$ cat src/rtl/nfcsr_consts.svh
`ifndef NFCSR_CONSTS_SVH
`define NFCSR_CONSTS_SVH
// register offsets
`define NFCSR_OFF_IRQ2 6'h05
`define NFCSR_OFF_ERR 6'h06
`define NFCSR_OFF_ST1 6'h07
`define NFCSR_OFF_ST2 6'h08
`define NFCSR_OFF_FDATA 6'h09
`define NFCSR_OFF_FLVL 6'h0a
`define NFCSR_OFF_WMARK 6'h0b
`define NFCSR_OFF_CTRL 6'h0c
// reset values
`define NFCSR_RST_WMARK 6'h08
// field positions
`define NFCSR_B_SETSEL 7
`define NFCSR_B_FLUSH 7
`define NFCSR_B_TSTOP 7
`define NFCSR_B_TSTART 6
`define NFCSR_B_IDCOPY 5
`define NFCSR_B_INIT 4
`define NFCSR_B_OVCLR 7
`define NFCSR_E_WR 7
`define NFCSR_E_TEMP 6
`define NFCSR_E_RF 5
`define NFCSR_E_OVF 4
`define NFCSR_E_COLL 3
`define NFCSR_E_CRC 2
`define NFCSR_E_PAR 1
`define NFCSR_E_PROT 0
`define NFCSR_I_MODE 3
`define NFCSR_I_ON 1
`define NFCSR_I_OFF 0
// framing value that enables the peer field check
`define NFCSR_FRAME_ACTIVE 2'h1
// nfcid length in bytes
`define NFCSR_ID_LEN 4'ha
`endif

$ cat src/rtl/nfcsr_pkg.sv
package nfcsr_pkg;
  // modem state codes, in documented order
  typedef enum logic [2:0] {
    MS_IDLE, MS_WAIT_START, MS_TX_WAIT, MS_SENDING,
    MS_RX_WAIT, MS_WAIT_DATA, MS_RECEIVING
  } nfcsr_modem_e;
  // receive rate
  typedef enum logic [1:0] {RATE_106, RATE_212, RATE_424} nfcsr_rate_e;
endpackage : nfcsr_pkg

$ cat src/rtl/nfcsr_fifo.sv
`timescale 1ns/10ps
// byte fifo storage with level count
module nfcsr_fifo #(
  parameter int DEPTH = 64
) (
  // clock and reset
  input wire logic i_ref_clk,
  input wire logic i_nrst,
  input wire logic i_ce,
  // control
  input wire logic i_flush,
  input wire logic i_push,
  input wire logic [7:0] i_wdata,
  input wire logic i_pop,
  // status
  output logic [7:0] o_rdata,
  output logic [6:0] o_level
);
  typedef struct packed {
    logic [5:0] wp;
    logic [5:0] rp;
    logic [6:0] lvl;
  } nfcsr_fifo_s;
  nfcsr_fifo_s st_r, st_nxt;
  logic [7:0] mem [DEPTH];
  logic do_push, do_pop;

  // refused moves leave pointers alone
  assign do_push = i_push && (st_r.lvl != 7'(DEPTH));
  assign do_pop = i_pop && (st_r.lvl != 7'h00);
  assign o_level = st_r.lvl;
  assign o_rdata = mem[st_r.rp];

  // pointer update; flush wins over everything
  always_comb begin
    st_nxt = st_r;
    if (i_flush) begin
      st_nxt = '0;
    end else begin
      if (do_push) st_nxt.wp = st_r.wp + 6'h01;
      if (do_pop) st_nxt.rp = st_r.rp + 6'h01;
      st_nxt.lvl = st_r.lvl + 7'(do_push) - 7'(do_pop);
    end
  end

  always_ff @(posedge i_ref_clk or negedge i_nrst) begin
    if (!i_nrst) st_r <= '0;
    else if (i_ce) st_r <= st_nxt;
  end

  // storage has no reset
  always_ff @(posedge i_ref_clk) begin
    if (i_ce && do_push && !i_flush) mem[st_r.wp] <= i_wdata;
  end
endmodule : nfcsr_fifo

$ cat src/rtl/nfcsr_regs.sv
`timescale 1ns/10ps
`include "nfcsr_consts.svh"
// Function
// - set mode flag when detector finds mode; detector runs in anticollision only
// - field appear and vanish set their interrupt flags
// - host fifo write in anticollision or tx-to-rx gap sets write error
// - overheat sets error flag and disables antenna drivers
// - peer field timing error only when a framing field equals 01
// - any write into a full fifo sets overflow error
// - collision error only at 106 kbit/s, cleared at receiver start
// - checksum error when enabled and failed, cleared at receiver start
// - parity error only at 106 kbit/s, cleared at receiver start
// - bad start of frame at 106 sets protocol error
// - byte length violation with sync detect sets protocol error for a higher rate card or in active mode above 106
// - command start clears all errors but overheat; software never sets
// - frequency ok reflects carrier within 12 to 15 MHz
// - checksum done on compute finish; zero status low while computing
// - pending bit is or of enabled interrupt flags
// - high alert compares free space and low alert compares fill against watermark
// - overheat clear works only below alarm temperature
// - three bit modem state encoding
// - 64 byte fifo, writes increment and reads decrement level
// - flush resets pointers and overflow error, reads zero
// - timer start and stop strobes, read zero
// - identifier copy pushes ten bytes then self clears
// - second irq register bit 7 chooses set or clear
module nfcsr_regs #(
  parameter int FIFO_DEPTH = 64
) (
  // clock, enable, reset
  input wire logic i_ref_clk,
  input wire logic i_nrst,
  input wire logic i_ce,
  // host register port
  input wire logic i_wr,
  input wire logic i_rd,
  input wire logic [5:0] i_addr,
  input wire logic [7:0] i_wdata,
  output logic [7:0] o_rdata,
  // internal engine events
  input wire logic i_mode_found,
  input wire logic i_rf_reset,
  input wire logic i_field_present,
  input wire logic i_anticollision_target_cmd,
  input wire logic i_tx_rx_gap,
  input wire logic i_overheat,
  input wire logic i_temp_below_alarm,
  input wire logic i_active_mode,
  input wire logic i_peer_field_late,
  input wire logic [1:0] i_receive_framing_sel,
  input wire logic [1:0] i_transmit_framing_sel,
  input wire logic i_int_push,
  input wire logic [7:0] i_int_data,
  input wire logic i_rx_start,
  input wire logic [1:0] i_rate,
  input wire logic i_bit_collision,
  input wire logic i_receive_checksum_enable,
  input wire logic i_crc_fail,
  input wire logic i_parity_fail,
  input wire logic i_sof_bad,
  input wire logic i_sync_detect_enable,
  input wire logic i_higher_rate_card,
  input wire logic i_byte_len_bad,
  input wire logic i_cmd_start,
  input wire logic i_freq_in_band,
  input wire logic i_checksum_compute_cmd,
  input wire logic i_crc_busy,
  input wire logic i_crc_done,
  input wire logic i_crc_zero,
  input wire logic [7:0] i_irq_enables,
  input wire logic [7:0] i_irq1_flags,
  input wire logic i_timer_running,
  input wire logic [2:0] i_modem_state,
  input wire logic [79:0] i_nfcid,
  input wire logic [2:0] i_rx_last_bits,
  // outputs to the engines
  output logic o_detector_run,
  output logic o_antenna_off,
  output logic o_timer_start,
  output logic o_timer_stop,
  output logic o_irq_pending,
  output logic o_initiator
);
  typedef struct packed {
    logic [7:0] irq2;
    logic [7:0] err;
    logic [5:0] wmark;
    logic init;
    logic ovclr_bit;
    logic idcopy;
    logic [3:0] idcnt;
    logic det_run;
    logic field_q2;
    logic field_q3;
    logic freq_q2;
    logic freq_q3;
    logic freq_ok;
    logic field_st;
    logic crc_rdy;
    logic crc_ok;
    logic t_start;
    logic t_stop;
    logic [7:0] rdata;
  } nfcsr_state_s;
  nfcsr_state_s st_r, st_nxt;
  logic field_q1_r, freq_q1_r;
  logic [6:0] level;
  logic [7:0] fifo_rd;
  logic full, host_push, id_push, any_push, host_pop, flush_w;
  logic [7:0] id_byte;

  // decode of one host address
  function automatic logic hit(input logic [5:0] a, input logic [5:0] o);
    hit = (a == o);
  endfunction : hit

  assign full = (level == 7'(FIFO_DEPTH));
  assign host_push = i_wr && hit(i_addr, `NFCSR_OFF_FDATA);
  assign host_pop = i_rd && hit(i_addr, `NFCSR_OFF_FDATA);
  assign flush_w = i_wr && hit(i_addr, `NFCSR_OFF_FLVL) &&
    i_wdata[`NFCSR_B_FLUSH];
  assign id_push = st_r.idcopy;
  assign id_byte = i_nfcid[{st_r.idcnt, 3'h0} +: 8];
  // one writer per cycle; host wins, identifier copy waits behind it, a clashing internal byte is lost
  assign any_push = host_push || id_push || i_int_push;

  nfcsr_fifo #(.DEPTH(FIFO_DEPTH)) u_fifo (
    .i_ref_clk(i_ref_clk),
    .i_nrst(i_nrst),
    .i_ce(i_ce),
    .i_flush(flush_w),
    .i_push(any_push),
    .i_wdata(host_push ? i_wdata : (id_push ? id_byte : i_int_data)),
    .i_pop(host_pop),
    .o_rdata(fifo_rd),
    .o_level(level)
  );

  // first synchroniser stage, read only by the second
  always_ff @(posedge i_ref_clk or negedge i_nrst) begin
    if (!i_nrst) begin
      field_q1_r <= 1'b0;
      freq_q1_r <= 1'b0;
    end else if (i_ce) begin
      field_q1_r <= i_field_present;
      freq_q1_r <= i_freq_in_band;
    end
  end

  // next-state logic of the whole register group
  always_comb begin
    logic [7:0] e;
    logic fld;
    logic [7:0] st1, st2;
    e = st_r.err;
    fld = st_r.field_st;
    st1 = 8'h00;
    st2 = 8'h00;
    st_nxt = st_r;
    st_nxt.field_q2 = field_q1_r;
    st_nxt.field_q3 = st_r.field_q2;
    st_nxt.freq_q2 = freq_q1_r;
    st_nxt.freq_q3 = st_r.freq_q2;
    // a change is accepted once stages two and three agree
    if (st_r.field_q2 == st_r.field_q3) fld = st_r.field_q2;
    st_nxt.field_st = fld;
    if (st_r.freq_q2 == st_r.freq_q3) st_nxt.freq_ok = st_r.freq_q2;
    st_nxt.t_start = 1'b0;
    st_nxt.t_stop = 1'b0;
    // host writes to the second irq register
    if (i_wr && hit(i_addr, `NFCSR_OFF_IRQ2)) begin
      if (i_wdata[`NFCSR_B_SETSEL]) begin
        st_nxt.irq2 = st_r.irq2 | {1'b0, i_wdata[6:0]};
      end else begin
        st_nxt.irq2 = st_r.irq2 & ~{1'b0, i_wdata[6:0]};
      end
    end
    // hardware sets after host clears, so set wins
    if (st_r.det_run && i_mode_found) begin
      st_nxt.irq2[`NFCSR_I_MODE] = 1'b1;
    end
    if (fld && !st_r.field_st) st_nxt.irq2[`NFCSR_I_ON] = 1'b1;
    if (!fld && st_r.field_st) st_nxt.irq2[`NFCSR_I_OFF] = 1'b1;
    // detector stops on find and restarts on rf reset
    if (!i_anticollision_target_cmd || i_mode_found) st_nxt.det_run = 1'b0;
    else if (i_rf_reset) st_nxt.det_run = 1'b1;
    else if (i_cmd_start) st_nxt.det_run = 1'b1;
    // error clears come first so a simultaneous event still lands
    if (i_cmd_start) e = e & (8'h01 << `NFCSR_E_TEMP);
    if (i_rx_start) begin
      e[`NFCSR_E_COLL] = 1'b0;
      e[`NFCSR_E_CRC] = 1'b0;
      e[`NFCSR_E_PAR] = 1'b0;
      e[`NFCSR_E_PROT] = 1'b0;
    end
    if (flush_w) e[`NFCSR_E_OVF] = 1'b0;
    if (st_r.ovclr_bit && i_temp_below_alarm) e[`NFCSR_E_TEMP] = 1'b0;
    if (host_push && (i_anticollision_target_cmd || i_tx_rx_gap)) begin
      e[`NFCSR_E_WR] = 1'b1;
    end
    if (i_overheat) e[`NFCSR_E_TEMP] = 1'b1;
    if (i_active_mode && i_peer_field_late &&
        (i_receive_framing_sel == `NFCSR_FRAME_ACTIVE ||
         i_transmit_framing_sel == `NFCSR_FRAME_ACTIVE)) begin
      e[`NFCSR_E_RF] = 1'b1;
    end
    if (any_push && full) e[`NFCSR_E_OVF] = 1'b1;
    if (i_bit_collision && i_rate == 2'(nfcsr_pkg::RATE_106)) begin
      e[`NFCSR_E_COLL] = 1'b1;
    end
    if (i_receive_checksum_enable && i_crc_fail) e[`NFCSR_E_CRC] = 1'b1;
    if (i_parity_fail && i_rate == 2'(nfcsr_pkg::RATE_106)) begin
      e[`NFCSR_E_PAR] = 1'b1;
    end
    if (i_sof_bad && i_rate == 2'(nfcsr_pkg::RATE_106)) begin
      e[`NFCSR_E_PROT] = 1'b1;
    end
    if (i_byte_len_bad && i_sync_detect_enable && (i_higher_rate_card ||
        (i_active_mode && i_rate != 2'(nfcsr_pkg::RATE_106)))) begin
      e[`NFCSR_E_PROT] = 1'b1;
    end
    st_nxt.err = e;
    // checksum coprocessor status
    if (i_checksum_compute_cmd && i_crc_busy) begin
      st_nxt.crc_rdy = 1'b0;
      st_nxt.crc_ok = 1'b0;
    end else if (i_checksum_compute_cmd && i_crc_done) begin
      st_nxt.crc_rdy = 1'b1;
      st_nxt.crc_ok = i_crc_zero;
    end
    // identifier copy walks ten bytes then self clears
    // a host write holds the walk, so the last byte is never skipped
    if (st_r.idcopy && !host_push) begin
      if (st_r.idcnt == `NFCSR_ID_LEN - 4'h1) begin
        st_nxt.idcopy = 1'b0;
        st_nxt.idcnt = 4'h0;
      end else begin
        st_nxt.idcnt = st_r.idcnt + 4'h1;
      end
    end
    // other host writes
    if (i_wr && hit(i_addr, `NFCSR_OFF_WMARK)) st_nxt.wmark = i_wdata[5:0];
    if (i_wr && hit(i_addr, `NFCSR_OFF_ST2)) begin
      st_nxt.ovclr_bit = i_wdata[`NFCSR_B_OVCLR];
    end
    if (i_wr && hit(i_addr, `NFCSR_OFF_CTRL)) begin
      st_nxt.t_stop = i_wdata[`NFCSR_B_TSTOP];
      st_nxt.t_start = i_wdata[`NFCSR_B_TSTART];
      st_nxt.init = i_wdata[`NFCSR_B_INIT];
      if (i_wdata[`NFCSR_B_IDCOPY]) st_nxt.idcopy = 1'b1;
    end
    // read mux; strobe bits read zero
    st1 = {st_r.freq_ok, st_r.crc_ok, st_r.crc_rdy, o_irq_pending,
      i_timer_running, st_r.field_st,
      7'(FIFO_DEPTH) - level <= {1'b0, st_r.wmark},
      level <= {1'b0, st_r.wmark}};
    st2 = {st_r.ovclr_bit, 4'h0, i_modem_state};
    case (i_addr)
      `NFCSR_OFF_IRQ2: st_nxt.rdata = {1'b0, st_r.irq2[6:0]};
      `NFCSR_OFF_ERR: st_nxt.rdata = st_r.err;
      `NFCSR_OFF_ST1: st_nxt.rdata = st1;
      `NFCSR_OFF_ST2: st_nxt.rdata = st2;
      `NFCSR_OFF_FDATA: st_nxt.rdata = fifo_rd;
      `NFCSR_OFF_FLVL: st_nxt.rdata = {1'b0, level};
      `NFCSR_OFF_WMARK: st_nxt.rdata = {2'h0, st_r.wmark};
      `NFCSR_OFF_CTRL: st_nxt.rdata = {2'h0, st_r.idcopy, st_r.init,
        1'b0, i_rx_last_bits};
      default: st_nxt.rdata = 8'h00;
    endcase
  end

  // pending summary; first irq group is gated outside
  assign o_irq_pending = |(i_irq1_flags | (st_r.irq2[6:0] &
    i_irq_enables[6:0]));
  assign o_rdata = st_r.rdata;
  assign o_detector_run = st_r.det_run;
  assign o_antenna_off = st_r.err[`NFCSR_E_TEMP];
  assign o_timer_start = st_r.t_start;
  assign o_timer_stop = st_r.t_stop;
  assign o_initiator = st_r.init;

  always_ff @(posedge i_ref_clk or negedge i_nrst) begin
    if (!i_nrst) begin
      st_r <= '0;
      st_r.wmark <= `NFCSR_RST_WMARK;
    end else if (i_ce) begin
      st_r <= st_nxt;
    end
  end

  // assertions
  a_flush_clears_ovf: assert property (@(posedge i_ref_clk)
    disable iff (!i_nrst) i_ce && flush_w && !(any_push && full)
    |=> !st_r.err[`NFCSR_E_OVF])
    else $error("overflow flag survived flush");
  a_ovf_on_full: assert property (@(posedge i_ref_clk)
    disable iff (!i_nrst) i_ce && any_push && full |=> st_r.err[4])
    else $error("overflow not flagged");
  a_cmd_clears_errs: assert property (@(posedge i_ref_clk)
    disable iff (!i_nrst) i_ce && i_cmd_start && !i_overheat && !host_push
    && !i_int_push && !id_push && !i_active_mode && !i_bit_collision
    && !i_crc_fail && !i_parity_fail && !i_sof_bad && !i_byte_len_bad
    && !(st_r.ovclr_bit && i_temp_below_alarm)
    |=> st_r.err[7:0] == ($past(st_r.err) & 8'h40))
    else $error("command start did not clear errors");
  a_temp_sticky: assert property (@(posedge i_ref_clk)
    disable iff (!i_nrst) i_ce && st_r.err[6] && !i_temp_below_alarm
    |=> st_r.err[6])
    else $error("overheat cleared while hot");
  a_antenna_off: assert property (@(posedge i_ref_clk)
    disable iff (!i_nrst) i_ce && i_overheat |=> o_antenna_off)
    else $error("antenna not disabled");
  a_field_on_irq: assert property (@(posedge i_ref_clk)
    disable iff (!i_nrst) i_ce && st_r.field_q2 && st_r.field_q3
    && !st_r.field_st |=> st_r.field_st && st_r.irq2[`NFCSR_I_ON])
    else $error("field on not seen");
  a_level_inc: assert property (@(posedge i_ref_clk)
    disable iff (!i_nrst) i_ce && host_push && !full && !host_pop
    && !flush_w |=> level == $past(level) + 7'h01)
    else $error("level did not increment");
  a_empty_read: assert property (@(posedge i_ref_clk)
    disable iff (!i_nrst) i_ce && host_pop && level == 7'h00 && !any_push
    |=> level == 7'h00)
    else $error("empty read moved level");
  a_timer_strobe: assert property (@(posedge i_ref_clk)
    disable iff (!i_nrst) o_timer_start && i_ce |=> !o_timer_start
    || $past(i_wr))
    else $error("timer strobe stuck");
  a_mode_irq_set: assert property (@(posedge i_ref_clk)
    disable iff (!i_nrst) i_ce && st_r.det_run && i_mode_found
    |=> st_r.irq2[`NFCSR_I_MODE] && !st_r.det_run)
    else $error("mode found but flag not set");
  a_wr_err_set: assert property (@(posedge i_ref_clk)
    disable iff (!i_nrst) i_ce && host_push && i_anticollision_target_cmd
    |=> st_r.err[`NFCSR_E_WR])
    else $error("write error not flagged");
  a_rf_err_gate: assert property (@(posedge i_ref_clk)
    disable iff (!i_nrst) i_ce && !st_r.err[`NFCSR_E_RF] && (!i_active_mode
    || (i_receive_framing_sel != `NFCSR_FRAME_ACTIVE &&
    i_transmit_framing_sel != `NFCSR_FRAME_ACTIVE))
    |=> !st_r.err[`NFCSR_E_RF])
    else $error("peer field error outside active framing");
  a_coll_rate_gate: assert property (@(posedge i_ref_clk)
    disable iff (!i_nrst) i_ce && !st_r.err[`NFCSR_E_COLL] &&
    i_rate != 2'(nfcsr_pkg::RATE_106) |=> !st_r.err[`NFCSR_E_COLL])
    else $error("collision flagged at higher rate");
  a_crc_done: assert property (@(posedge i_ref_clk)
    disable iff (!i_nrst) i_ce && i_checksum_compute_cmd && !i_crc_busy
    && i_crc_done |=> st_r.crc_rdy && st_r.crc_ok == $past(i_crc_zero))
    else $error("checksum status not updated");
endmodule : nfcsr_regs

$ cat config.mk
export PLATFORM = sky130hd
export DESIGN_NAME = nfcsr_regs
export DESIGN_NICKNAME = d
export VERILOG_FILES = /design/src/rtl/nfcsr_pkg.sv /design/src/rtl/nfcsr_fifo.sv /design/src/rtl/nfcsr_regs.sv
export VERILOG_INCLUDE_DIRS = /design/src /design/src/rtl
export SDC_FILE = /design/constraint.sdc
export NUM_CORES = 1
export LEC_CHECK = 0
export BUFFER_PORTS_ARGS = -buffer_cell sky130_fd_sc_hd__buf_2
export CAP_MARGIN = 20
export CORE_MARGIN = 4
export CORE_UTILIZATION = 45
export CTS_CLUSTER_DIAMETER = 40
export CTS_CLUSTER_SIZE = 25
export DETAILED_ROUTE_END_ITERATION = 7
export GPL_ROUTABILITY_DRIVEN = 0
export HOLD_SLACK_MARGIN = 0.03
export PLACE_DENSITY_LB_ADDON = 0.15
export REMOVE_ABC_BUFFERS = 1
export SLEW_MARGIN = 25
export SYNTH_ARGS = -nofsm -noshare
export SYNTH_HDL_FRONTEND = slang
export SYNTH_SLANG_ARGS = --single-unit
$ cat constraint.sdc
create_clock -name i_ref_clk -period 5.6 [get_ports i_ref_clk]
set_input_delay 0.56 -clock i_ref_clk [delete_from_list [all_inputs] [get_ports i_ref_clk]]
set_output_delay 0.56 -clock i_ref_clk [all_outputs]
set_load 0.005 [all_outputs]
==> metrics <==
DP HPWL=42800 um; antenna violations before repair=1; Clock Skew=0.0280 ns; Arr. time, crit path=roughly 4.4 ns; Nets=1881; peak supply drop=205 uV; Final period util=0.693; post-synthesis sequential area ratio=0.685; top cell types by occurrence after synthesis=512 x edfxtp_1, 116 x mux4_2, 100 x nor2_1; die area=0.0593 mm2; min cycle time layout=3.88 ns; worst skew pair latency=approximately 0.63 ns; YS warnings=0; die width=between 200 and 250 um; Area Growth Syn to Fin=18.3%; # IOs=175; setup_tns=0 ns; share of cells above drive strength 1=0.296; vias in the first global route=15000; worst slew pin tran=1.01 ns; clock tree from TritonCTS=yes; antenna diode count=0; DRC violations left=0; Fill cells=4396; crit path from=u_fifo.o_level[3]; Max Clk Rate=approximately 0.26 GHz; Tot Pwr=12.1 mW; WP data required=6.12 ns; root buf cell=clkbuf_16; Startpoint Class=flip-flop; post-layout util=0.537; Lkg Pwr=9.88 nW; total gr overflow=0; share of the synthesized area in the top cell type=0.616; setup bufs post-CTS=0; FP Rows=86; Top FF cell, synth=edfxtp_1; clk slew on worst S/H paths=0.06 ns; Synth cell types=74; RSZ-0062 raised after global routing=no; First DRT Iteration DRCs=approximately 1300; Rel. slew slack=0.311; Synth Area per Inst=16.6 um2; final setup violation count=0; GRT Util Overall=0.223; kind of critical path=flip-flop to flip-flop; area of the multi-input gates=0.00737 mm2; post-synth top area cell=edfxtp_1; Vias/cell=5.87; asr flop ratio synth=0.117; first-pass GRT wire length=98400 um; post-synthesis cell count=1499; number of synthesized flops with an enable pin=512; Final Non-Filler Cells=2514; DRT Wirelength=66500 um; max-slew violation count=0; Reg-to-Reg Start=u_fifo.o_level[3]; pin count of the biggest net entering global routing=69; CTS Buf Count=85; max-cap violation count=0; CP max FO=8; Resize count post-CTS=0; Critical Path End Type=flip-flop; area of the core=0.0550 mm2; Hold Path Class=input pin to asynchronous set/reset pin; synth top area cells=edfxtp_1 62%, mux4_2 10%, dfrtp_1 6.7%, mux2i_1 3.7%, nor2_1 1.5%; Power Density=411 mW/mm2; antenna-violating nets left=0; wire length per cell=26.5 um; first-pass detailed-route iteration total=5; Final Hold Viols=0; r2r worst-path depth=16; maximum clock path buffer count=3; count leader, synth=edfxtp_1; die height=about 240 um; IO buf count=~170; initial core utilization=0.454; routed via count=14700; clock sink count=580; placed cells=2355; Mapped Area=around 0.025 mm2; register area=around 0.017 mm2; status=finished clean; Yosys reg bits=580; H-Tree Depth=3; cts hold-fix bufs=0
## flip-flops by register name (all words and copies together) (netlist names), named ones only
register and count:
u_fifo.mem 512, st_r 27, u_fifo.st_r 12, o_rdata 8
u_fifo.o_level 7, st_nxt 2, field_q1_r 1, freq_q1_r 1
id_push 1, o_antenna_off 1, o_detector_run 1, o_initiator 1
o_timer_start 1, o_timer_stop 1
## path summary, 6_finish.rpt
kind,endpoint,slack [ns]
setup / recovery,u_fifo.o_level[6],1.72
hold / removal,st_r[40],0.06
setup reg to reg,u_fifo.o_level[6],1.72
hold reg to reg,st_r[10],0.49
max in group asynchronous,u_fifo.st_r[7],4.82
min in group i_ref_clk,st_r[11],0.16
## critical path: stages (launching register included)
cell and delay (ns):
dfrtp_1 0.47, inv_1 0.14, ha_1 0.25, nand3_1 0.12
o21ai_0 0.10, nor3_2 0.51, ha_1 0.22, inv_1 0.04
ha_1 0.20, fa_1 0.42, nor2b_1 0.15, o21a_1 0.18
o21bai_1 0.14, a21oi_1 0.10, or3_1 0.32, and2_1 0.16
o311ai_0 0.26
## cell type report
cell class,count,share of cell area
timing repair buffer,200,0.0371
multi-input combinational,801,0.250
inverter,26,0.00331
tap,748,0.0317
sequential,580,0.579
clock inverter,66,0.0226
clock buffer,93,0.0767
## routing by layer
metal / GRT usage / vias to the layer above / routed length, um
met5: 0 / - / 13
met4: 0.0681 / 2 / 2010
met3: 0.0555 / 140 / 5370
met2: 0.361 / 663 / 31600
met1: 0.301 / 7524 / 27500
li1: - / 6419 / -
## power by group
group          leakage (nW)  internal [mW]  switching, mW
sequential             5.47           4.96          0.215
clock                  1.43           3.25           2.13
combinational          2.98          0.691          0.883
## cells in the final DEF (no fill, tap or decap), types with 30 or more instances in the layout
master / count
edfxtp_1: 512
buf_2: 172
mux4_2: 116
nor2_1: 99
mux2i_1: 91
clkbuf_16: 90
nand2_1: 76
dfrtp_1: 63
o21ai_0: 53
a22oi_1: 34
a21oi_1: 32
nand3_1: 30
## cells by family after synthesis
group / synth area share
xor+xnor: 0.00456
compound gates: 0.0632
fa+ha+maj: 0.0133
mux: 0.153
flops: 0.685
buf+inv: 0.0239
simple gates: 0.0573
## stage by stage
stage	hold slack [ns]	area, um2	setup slack [ns]
after global placement	0.469	26600	1.31
final	0.0603	29500	1.72
after global routing	0.134	29500	1.34
after detailed placement	0.475	26600	1.25
after CTS	0.0977	29500	1.70
after floorplan	0.264	24400	-0.307
No activity file was read; power rests on OpenSTA's default activity.
